==> src/design/serial_port_pkg.sv <==
// Constants shared by the serial port design files
package serial_port_pkg;
  // Register offsets
  localparam logic [7:0] CONTROL_ADDR  = 8'h0A;
  localparam logic [7:0] STATUS_ADDR   = 8'h0B;
  localparam logic [7:0] DATA_ADDR     = 8'h0C;
  localparam logic [7:0] DIVISOR_ADDR  = 8'h09;
  // Status bit positions
  localparam int RX_COMPLETE_BIT = 7;
  localparam int TX_COMPLETE_BIT = 6;
  localparam int HOLD_EMPTY_BIT  = 5;
  localparam int FRAME_ERR_BIT   = 4;
  localparam int OR_BIT          = 3;
  // Control bit positions
  localparam int RX_IRQ_EN_BIT    = 7;
  localparam int TX_IRQ_EN_BIT    = 6;
  localparam int EMPTY_IRQ_EN_BIT = 5;
  localparam int RXEN_BIT         = 4;
  localparam int TXEN_BIT         = 3;
  localparam int NINE_BIT_SEL_BIT = 2;
  localparam int RX_NINTH_BIT     = 1;
  localparam int TX_NINTH_BIT     = 0;
  // Reset values
  localparam logic [7:0] STATUS_RESET  = 8'h20;
  localparam logic [7:0] CONTROL_RESET = 8'h00;
  localparam logic [7:0] DIVISOR_RESET = 8'h00;
  // Oversampling: sixteen ticks per bit, middle sample at eight
  localparam logic [3:0] TICKS_LAST = 4'hF;
  localparam logic [3:0] TICK_MID   = 4'h7;
  // Frame lengths with start and stop, and data bit counts
  localparam logic [3:0] FRAME_LEN_8 = 4'hA;
  localparam logic [3:0] FRAME_LEN_9 = 4'hB;
  localparam logic [3:0] DATA_LEN_8  = 4'h8;
  localparam logic [3:0] DATA_LEN_9  = 4'h9;
endpackage

==> src/design/baud_tick_gen.sv <==
// Divider that makes the sixteen-times bit rate enable pulse
`timescale 1ns/10ps
module baud_tick_gen (
  input  wire logic       core_clk_in,
  input  wire logic       nrst_in,
  input  wire logic [7:0] divisor_in,
  output logic            tick_out
);
  typedef struct packed {
    logic [7:0] cnt;
    logic       tick;
  } state_t;
  state_t cur_q;
  state_t nxt_d;

  // Count down from divisor; pulse when reaching zero
  always_comb begin
    nxt_d = cur_q;
    nxt_d.tick = 1'b0;
    if (cur_q.cnt == 8'h00) begin
      nxt_d.cnt  = divisor_in;
      nxt_d.tick = 1'b1;
    end else begin
      nxt_d.cnt = cur_q.cnt - 8'h01;
    end
  end

  // Register stage
  always_ff @(posedge core_clk_in) begin
    if (!nrst_in) begin
      cur_q <= '0;
    end else begin
      cur_q <= nxt_d;
    end
  end

  assign tick_out = cur_q.tick;
endmodule // baud_tick_gen

==> src/design/serial_port.sv <==
// Full-duplex asynchronous serial port with shared data register
`timescale 1ns/10ps
module serial_port (
  input  wire logic       core_clk_in,
  input  wire logic       nrst_in,
  input  wire logic [7:0] addr_in,
  input  wire logic [7:0] wdata_in,
  input  wire logic       wr_in,
  input  wire logic       rd_in,
  output logic      [7:0] rdata_out,
  input  wire logic       rxd_in,
  output logic            txd_out,
  input  wire logic       tx_done_ack_in,
  output logic            rx_complete_irq_out,
  output logic            tx_complete_irq_out,
  output logic            tx_empty_irq_out
);
  // Transmit sequencer; codes two and three never occur
  typedef enum logic [1:0] {
    TX_IDLE  = 2'b00,
    TX_SHIFT = 2'b01
  } tx_state_t;

  // Receive sequencer: hunt, confirm start, data bits, stop bit
  typedef enum logic [1:0] {
    RX_IDLE  = 2'b00,
    RX_START = 2'b01,
    RX_DATA  = 2'b10,
    RX_STOP  = 2'b11
  } rx_state_t;

  // Whole block state, registered in one place
  typedef struct packed {
    // Host-visible settings
    logic [7:0]  control;
    logic [7:0]  divisor;
    // Transmit holding, flags and received data
    logic [7:0]  tx_hold;
    logic        hold_empty;
    logic        tx_done;
    logic        rx_full;
    logic        frame_err;
    logic        overrun;
    logic        rx_nine;
    logic [7:0]  rx_data;
    // Transmit shifter
    tx_state_t   tx_st;
    logic [10:0] tx_shift;
    logic [3:0]  tx_bits;
    logic [3:0]  tx_tick;
    // Receive shifter and line synchroniser
    rx_state_t   rx_st;
    logic [8:0]  rx_shift;
    logic [3:0]  rx_bits;
    logic [3:0]  rx_tick;
    logic        rx_s1;
    logic        rx_s2;
    // Read data stage
    logic [7:0]  rdata;
  } state_t;

  state_t cur_q;
  state_t nxt_d;
  logic   tick;

  // Usage notes and limitations
  // Bit time is sixteen ticks of the divider enable
  // Divider ticks every divisor plus one clocks
  // Divisor zero gives a tick every clock, the fastest rate
  // Changing the divisor mid-frame bends the bit in flight
  // Transmit enable low parks a written character in holding
  // Clearing transmit enable mid-frame still finishes that frame
  // Receive enable gates only the hunt for a start bit
  // A frame already being received always runs to its stop bit
  // Nine-bit select should stay fixed while frames are in flight
  // Control bit one is read-only and mirrors the last ninth bit
  // Ninth-bit mirror is cleared by a frame in eight-bit mode
  // Holding register is one deep; a second write overwrites it
  // Software checks the holding-empty flag before each write
  // Overrun keeps the newest character; the older one is lost
  // Overrun and framing error clear on a data register read
  // Framing error is one sample near the middle of the stop bit
  // Start bit confirmed half a bit after the falling edge
  // Line back high at that point is a false start, ignored
  // Lows shorter than half a bit never start a frame
  // No majority vote: one sample per bit, no noise filter
  // A low stop bit is followed by a fresh hunt for a start
  // Sampling point drifts with any rate mismatch between ends
  // Set beats clear when an event and a host access coincide, except for holding-empty and overrun
  // Same-cycle data write keeps holding-empty low
  // Same-cycle completion keeps receive-complete high on a read
  // Vector acknowledge is a one-cycle pulse from the interrupt unit
  // Interrupt outputs are levels; the interrupt unit latches them
  // Read strobe on an unmapped offset returns zero
  // Writes to unmapped offsets are ignored
  // Read data stand one cycle after the strobe, then read zero
  // Status and control reads have no side effects

  baud_tick_gen u_tick (
    .core_clk_in (core_clk_in),
    .nrst_in     (nrst_in),
    .divisor_in  (cur_q.divisor),
    .tick_out    (tick)
  );

  // Bits in a frame including start and stop
  function automatic logic [3:0] frame_len(input logic nine);
    frame_len = nine ? serial_port_pkg::FRAME_LEN_9 : serial_port_pkg::FRAME_LEN_8;
  endfunction

  // Frame image, position 0 first on the line; spare top position stays one
  function automatic logic [10:0] build_frame(input logic [7:0] data,
                                              input logic       nine,
                                              input logic       ninth);
    build_frame = {2'b11, data, 1'b0};
    if (nine) begin
      build_frame[9] = ninth;
    end
  endfunction

  // Status byte as software sees it; low three bits read zero
  function automatic logic [7:0] pack_status(input state_t s);
    pack_status = 8'h00;
    pack_status[serial_port_pkg::RX_COMPLETE_BIT] = s.rx_full;
    pack_status[serial_port_pkg::TX_COMPLETE_BIT] = s.tx_done;
    pack_status[serial_port_pkg::HOLD_EMPTY_BIT]  = s.hold_empty;
    pack_status[serial_port_pkg::FRAME_ERR_BIT]   = s.frame_err;
    pack_status[serial_port_pkg::OR_BIT]          = s.overrun;
  endfunction

  // Host access decode; strobes are single-cycle pulses
  logic data_wr;
  logic data_rd;
  assign data_wr = wr_in && (addr_in == serial_port_pkg::DATA_ADDR);
  assign data_rd = rd_in && (addr_in == serial_port_pkg::DATA_ADDR);

  // Control fields; nine-bit select read by both halves, each enable by its own half
  logic nine_mode;
  logic tx_enabled;
  logic rx_enabled;
  assign nine_mode  = cur_q.control[serial_port_pkg::NINE_BIT_SEL_BIT];
  assign tx_enabled = cur_q.control[serial_port_pkg::TXEN_BIT];
  assign rx_enabled = cur_q.control[serial_port_pkg::RXEN_BIT];

  always_comb begin
    logic [10:0] frame;
    logic        loaded;
    logic        tx_end;
    logic        rx_done;
    frame   = '0;
    loaded  = 1'b0;
    tx_end  = 1'b0;
    rx_done = 1'b0;
    nxt_d   = cur_q;
    // Two-flop synchroniser on the line input
    nxt_d.rx_s1 = rxd_in;
    nxt_d.rx_s2 = cur_q.rx_s1;

    // Register writes
    if (wr_in) begin
      unique case (addr_in)
        serial_port_pkg::CONTROL_ADDR: begin
          // Received ninth bit is status, not writable
          nxt_d.control = {wdata_in[7:2], cur_q.control[1], wdata_in[0]};
        end
        serial_port_pkg::DIVISOR_ADDR: begin
          // New rate applies from the divider's next reload
          nxt_d.divisor = wdata_in;
        end
        serial_port_pkg::DATA_ADDR: begin
          // Holding takes the character; the empty flag drops
          nxt_d.tx_hold    = wdata_in;
          nxt_d.hold_empty = 1'b0;
        end
        serial_port_pkg::STATUS_ADDR: begin
          // Only transmit-complete is writable, by a one
          if (wdata_in[serial_port_pkg::TX_COMPLETE_BIT]) begin
            nxt_d.tx_done = 1'b0;
          end
        end
        default: ;
      endcase
    end
    if (tx_done_ack_in) begin
      nxt_d.tx_done = 1'b0;
    end

    // Transmitter; shifter position 0 is on the line first
    if (tick && cur_q.tx_st == TX_SHIFT) begin
      nxt_d.tx_tick = cur_q.tx_tick + 4'h1;
      if (cur_q.tx_tick == serial_port_pkg::TICKS_LAST) begin
        nxt_d.tx_shift = {1'b1, cur_q.tx_shift[10:1]};
        nxt_d.tx_bits  = cur_q.tx_bits - 4'h1;
        if (cur_q.tx_bits == 4'h1) begin
          tx_end      = 1'b1; // Stop bit fully sent
          nxt_d.tx_st = TX_IDLE;
        end
      end
    end
    // Load from holding when idle or just after the stop bit
    if ((cur_q.tx_st == TX_IDLE || tx_end) && !cur_q.hold_empty
        && tx_enabled) begin
      loaded = 1'b1;
      frame  = build_frame(cur_q.tx_hold, nine_mode,
          cur_q.control[serial_port_pkg::TX_NINTH_BIT]);
      nxt_d.tx_shift = frame;
      nxt_d.tx_bits  = frame_len(nine_mode);
      nxt_d.tx_tick  = 4'h0;
      nxt_d.tx_st    = TX_SHIFT;
      // Holding is free again; a same-cycle write still wins
      if (!data_wr) begin
        nxt_d.hold_empty = 1'b1;
      end
    end
    // Complete only when no next character is loaded to follow
    if (tx_end && !loaded) begin
      nxt_d.tx_done = 1'b1;
    end

    // Receiver, sampling mid-bit at sixteen ticks per bit
    if (tick) begin
      nxt_d.rx_tick = cur_q.rx_tick + 4'h1;
      unique case (cur_q.rx_st)
        RX_IDLE: begin
          nxt_d.rx_tick = 4'h0;
          // Low line after idle may be a start bit
          if (!cur_q.rx_s2 && rx_enabled) begin
            nxt_d.rx_st = RX_START;
          end
        end
        RX_START: begin
          if (cur_q.rx_tick == serial_port_pkg::TICK_MID) begin
            nxt_d.rx_tick = 4'h0;
            // False start rejected if line went back high
            nxt_d.rx_st   = cur_q.rx_s2 ? RX_IDLE : RX_DATA;
            nxt_d.rx_bits = nine_mode ? serial_port_pkg::DATA_LEN_9 : serial_port_pkg::DATA_LEN_8;
            nxt_d.rx_shift = '0;
          end
        end
        RX_DATA: begin
          // Shift in at the middle of each data bit
          if (cur_q.rx_tick == serial_port_pkg::TICKS_LAST) begin
            nxt_d.rx_shift = {cur_q.rx_s2, cur_q.rx_shift[8:1]};
            nxt_d.rx_bits  = cur_q.rx_bits - 4'h1;
            if (cur_q.rx_bits == 4'h1) begin
              nxt_d.rx_st = RX_STOP;
            end
          end
        end
        RX_STOP: begin
          // Stop bit sampled once, at its middle
          if (cur_q.rx_tick == serial_port_pkg::TICKS_LAST) begin
            rx_done     = 1'b1;
            nxt_d.rx_st = RX_IDLE;
          end
        end
      endcase
    end

    // Receive data read clears flags; new completion wins over it
    if (data_rd) begin
      nxt_d.rx_full   = 1'b0;
      nxt_d.frame_err = 1'b0;
      nxt_d.overrun   = 1'b0;
    end
    if (rx_done) begin
      nxt_d.overrun   = cur_q.rx_full && !data_rd;
      nxt_d.rx_full   = 1'b1;
      nxt_d.frame_err = !cur_q.rx_s2;
      if (nine_mode) begin
        nxt_d.rx_data = cur_q.rx_shift[7:0];
        nxt_d.rx_nine = cur_q.rx_shift[8];
      end else begin
        nxt_d.rx_data = cur_q.rx_shift[8:1];
        nxt_d.rx_nine = 1'b0;
      end
    end
    // Control bit one mirrors the ninth received bit
    nxt_d.control[serial_port_pkg::RX_NINTH_BIT] = nxt_d.rx_nine;

    // Read data stand one cycle after the strobe
    nxt_d.rdata = 8'h00;
    if (rd_in) begin
      unique case (addr_in)
        serial_port_pkg::DATA_ADDR:    nxt_d.rdata = cur_q.rx_data;
        serial_port_pkg::CONTROL_ADDR: nxt_d.rdata = cur_q.control;
        serial_port_pkg::DIVISOR_ADDR: nxt_d.rdata = cur_q.divisor;
        serial_port_pkg::STATUS_ADDR:  nxt_d.rdata = pack_status(cur_q);
        default: nxt_d.rdata = 8'h00;
      endcase
    end
  end

  // State register
  always_ff @(posedge core_clk_in) begin
    if (!nrst_in) begin
      cur_q            <= '0;
      cur_q.control    <= serial_port_pkg::CONTROL_RESET;
      cur_q.divisor    <= serial_port_pkg::DIVISOR_RESET;
      // Line idles high; holding starts empty
      cur_q.hold_empty <= 1'b1;
      cur_q.tx_shift   <= 11'h7FF;
      cur_q.rx_s1      <= 1'b1;
      cur_q.rx_s2      <= 1'b1;
      cur_q.tx_st      <= TX_IDLE;
      cur_q.rx_st      <= RX_IDLE;
    end else begin
      cur_q <= nxt_d;
    end
  end

  // Outputs; interrupt levels follow flags and enables
  assign rdata_out = cur_q.rdata;
  assign txd_out   = (cur_q.tx_st == TX_SHIFT) ? cur_q.tx_shift[0] : 1'b1;
  // Receive request stays up until the data register is read
  assign rx_complete_irq_out = cur_q.rx_full
      && cur_q.control[serial_port_pkg::RX_IRQ_EN_BIT];
  // Drops on vector acknowledge or a write of one
  assign tx_complete_irq_out = cur_q.tx_done
      && cur_q.control[serial_port_pkg::TX_IRQ_EN_BIT];
  // Level request, held for as long as holding is empty
  assign tx_empty_irq_out = cur_q.hold_empty
      && cur_q.control[serial_port_pkg::EMPTY_IRQ_EN_BIT];
endmodule // serial_port

==> config.mk <==
export PLATFORM = sky130hd
export DESIGN_NAME = serial_port
export DESIGN_NICKNAME = d
export VERILOG_FILES = /design/src/design/serial_port_pkg.sv /design/src/design/baud_tick_gen.sv /design/src/design/serial_port.sv
export SDC_FILE = /design/constraint.sdc
export NUM_CORES = 1
export LEC_CHECK = 0
export BUFFER_PORTS_ARGS = -buffer_cell sky130_fd_sc_hd__buf_4
export CAP_MARGIN = 20
export CORE_MARGIN = 3
export CORE_UTILIZATION = 35
export CTS_BUF_LIST = sky130_fd_sc_hd__clkbuf_8
export CTS_CLUSTER_SIZE = 8
export DETAILED_ROUTE_END_ITERATION = 12
export PLACE_DENSITY_LB_ADDON = 0.12
export SYNTH_ARGS = -nofsm -noshare
export SYNTH_HDL_FRONTEND = slang
export SYNTH_HIERARCHICAL = 1
export SYNTH_SLANG_ARGS = --single-unit
==> constraint.sdc <==
create_clock -name core_clk_in -period 1.82 [get_ports core_clk_in]
set_input_delay 0.182 -clock core_clk_in [delete_from_list [all_inputs] [get_ports core_clk_in]]
set_output_delay 0.182 -clock core_clk_in [all_outputs]
set_load 0.01 [all_outputs]
==> impl_metrics.ini <==
[power_and_ir_drop]
pwr-share-comb_pct = 18.1
total_power_mw = 4.265
p_sw_mw = 1.199
p_leak_nw = 1.928
peakVddDrop_v = 0.0003887
p_seq_share_pct = 53.0
p_int_mw = 3.065
clkPwrFrac_pct = 28.9
pwr_density_cell_nw_per_um2 = 830.1
swShare_pct = 28.12

[timing]
hold_viol = 0
tightest_slew_ps = 406.8
rsz0062_at_grt = no
drv_slew = 0
fin_skew_ps = 5.828
fin_crit_ps = 1669
setup_violations = 0
period_share_pct = 91.72
max_freq_mhz = 599.0
slew_headroom_pct = 72.67
worst_slack_ps = 150.7
worst_hold_slack_ps = 56.33

[logic_synthesis]
syn_area_sq_um = 4474
synth-edff-count = 0
synthCells = 510
ys_ff_latch = 94
avgSynthCellArea_sq_um = 8.773
synth.distinct_cells = 56
dominantRegCellSynth = dfxtp_1
seq_area_frac_synth_pct = 42.06
async_flop_share_pct = 0
syn_nets = 540
ys_warn_count = 6

[worst_hold_path]
worstHoldPathType = input pin to register
worstHoldStart = wdata_in[1]

[setup_path]
worstPathRequired_ps = 2060
r2r-start = cur_q[34]$_SDFFE_PN0P_
slowest_delay_ps = 400
crit_chain = inv_1 > ha_1 > or3b_4 > o21a_4 > nor2_2 > buf_6 > o21ai_0
path_max_fanout = 8
endpoint_kind = register
critPathKind = register to register
startpoint = cur_q[34]$_SDFFE_PN0P_
cpMaxStageDelayCell = or3b_4
worstSetupStartpointType = register
cp.arrival_ps = 1910

[finish]
layout-drive-gt1-share_pct = 15.87
final_nets = 568
fillers = 1265
diodes = 0
area_growth_pct = 14.82
final_area_sq_um = 5137

[place]
io_buffers = 33
dp_hpwl_um = 7656
placed_cell_area_sq_um = 4933
gp_congestion = 0.8784
place_ws_ps = -8.314

[die]
pin_count = 34
core_sq_um = 12260
rows = 40
fp.dieArea_sq_um = 14180
die_h_um = 119.1
die_w_um = 119.1
initial_utilization_pct = 36.49

[routing]
drtAntennaViolNets = 0
route.detailed.drc = 0
firstDrtPassIters = 4
wl_um = 10710
drt_iter0_markers = 252
avgRoutedWirePerCell_um = 15.08
vias = 3673
avgViaCountPerCell = 5.173

[flow_run]
drv_cap = 0

[grt]
antenna_found_initial = 0
grt_pass1_vias = 3514
globalRouteOverflowTotal = 0
grt_usage_pct = 15.63
grt_max_degree = 93
grt_pass1_wl_um = 17890

[clock_network]
clk_latency_ps = 370
ctsRootBufferMaster = clkbuf_8
clk_path_buf_depth = 2
cts_made_buffers = 9
cts.sinks = 94
cts_tree = built
htree_levels = 3
postCtsSetupBuffers = 0
clkTransAtPathRegs_ps = 80

[outcome]
outcome = completed
==> per-stage QoR <==
step	instances	util (%)	TNS, ps
finish	710	41.90	0
global route	710	41.90	0
CTS	710	41.70	0
detailed placement	694	40.23	-10.51
global placement	694	40.23	-2.383
floorplan	510	-	0
==> synthesized netlist by cell type (11+ instances only) <==
cell / n / area share [%]
dfxtp_1: 94 / 42
nand2_1: 43 / 3.6
o21ai_0: 34 / 3.8
nand3_1: 32 / 3.6
nor2b_1: 24 / 3.4
clkbuf_1: 23 / 1.9
inv_1: 19 / 1.6
a22oi_1: 18 / 3.0
mux2i_1: 18 / 4.0
nor2_1: 17 / 1.4
a21oi_1: 12 / 1.3
a21boi_0: 11 / 1.8
==> flip-flops by register name, summed over array words and instances, names as in the netlist, named ones only <==
signal           count
rdata_out            8
u_tick/cur_q         8
cur_q               76
u_tick/tick_out      1
==> placed cells by master, fill, tap and decap left out, types with 16 or more instances in the layout <==
master   netlist  final
a22oi_1       18     18
buf_4          9     59
dfxtp_1       94     93
inv_1         19     22
mux2i_1       18     18
nand2_1       43     43
nand3_1       32     32
nor2_1        17     16
nor2b_1       24     24
o21ai_0       34     32
==> power groups by stage <==
stage	logic [mW]	clock network [mW]	registers, mW
finish	0.773	1.23	2.26
global route	0.867	1.38	2.28
CTS	0.766	1.31	2.26
detailed placement	0.755	0	2.31
global placement	0.738	0	2.30
floorplan	0.593	0	2.27
==> final timing paths <==
| kind | slack, ps | cells past startpoint | to |
|---|---|---|---|
| setup / recovery | 150 | 7 | cur_q[37]$_SDFFE_PN1P_ |
| hold / removal | 60 | 3 | cur_q[65]$_SDFFE_PN0P_ |
| setup reg to reg | 150 | 7 | cur_q[37]$_SDFFE_PN1P_ |
| hold reg to reg | 440 | 1 | cur_q[8]$_SDFF_PN1_ |
==> routing by layer <==
layer  share of wire, %  up-vias  global-route usage, %
met5                  0        -                      0
met4               0.85        0                  4.127
met3                4.8        7                  4.558
met2                 46       64                  23.95
met1                 48     1723                  21.49
li1                   -     1879                      -
==> final cells by class <==
type	count	area (sq um)	share of cell area [%]
inverter	19	71.32	1.388
multi-input combinational	352	2321	45.18
tap	168	210.2	4.092
timing repair buffer	62	484.2	9.425
clock buffer	11	151.4	2.947
sequential	94	1883	36.65
clock inverter	4	16.27	0.3166
==> timing repair <==
item                                   4_1_cts  5_1_grt
cloned                                       0        0
endpoints found under the hold margin        1        0
hold buffers                                 1        0
gates resized for setup                      2        9
setup endpoints to repair                    8       30
==> worst max-delay path: cells and delay by family, from the launching register on <==
family                     cells  cell delay [ps]
AOI/OAI and AO/OA              2              330
buffers and inverters          2              230
and+or+nand+nor                2              520
DFF                            1              330
adders and majority gates      1              130
==> logic make-up (layout without fill, tap and decap cells) <==
group                      after synthesis  in the layout  synth area share (%)
xor gates and xnor gates                12             12                 2.349
adders and majority gates                8              8                 2.237
DFF                                     94             94                 42.06
buffers and inverters                   64             96                 6.543
AOI/OAI and AO/OA                      132            132                 20.81
muxes                                   19             19                 4.278
and+or+nand+nor                        181            181                 21.73
Note: power is estimated with default switching activity, not from simulation.
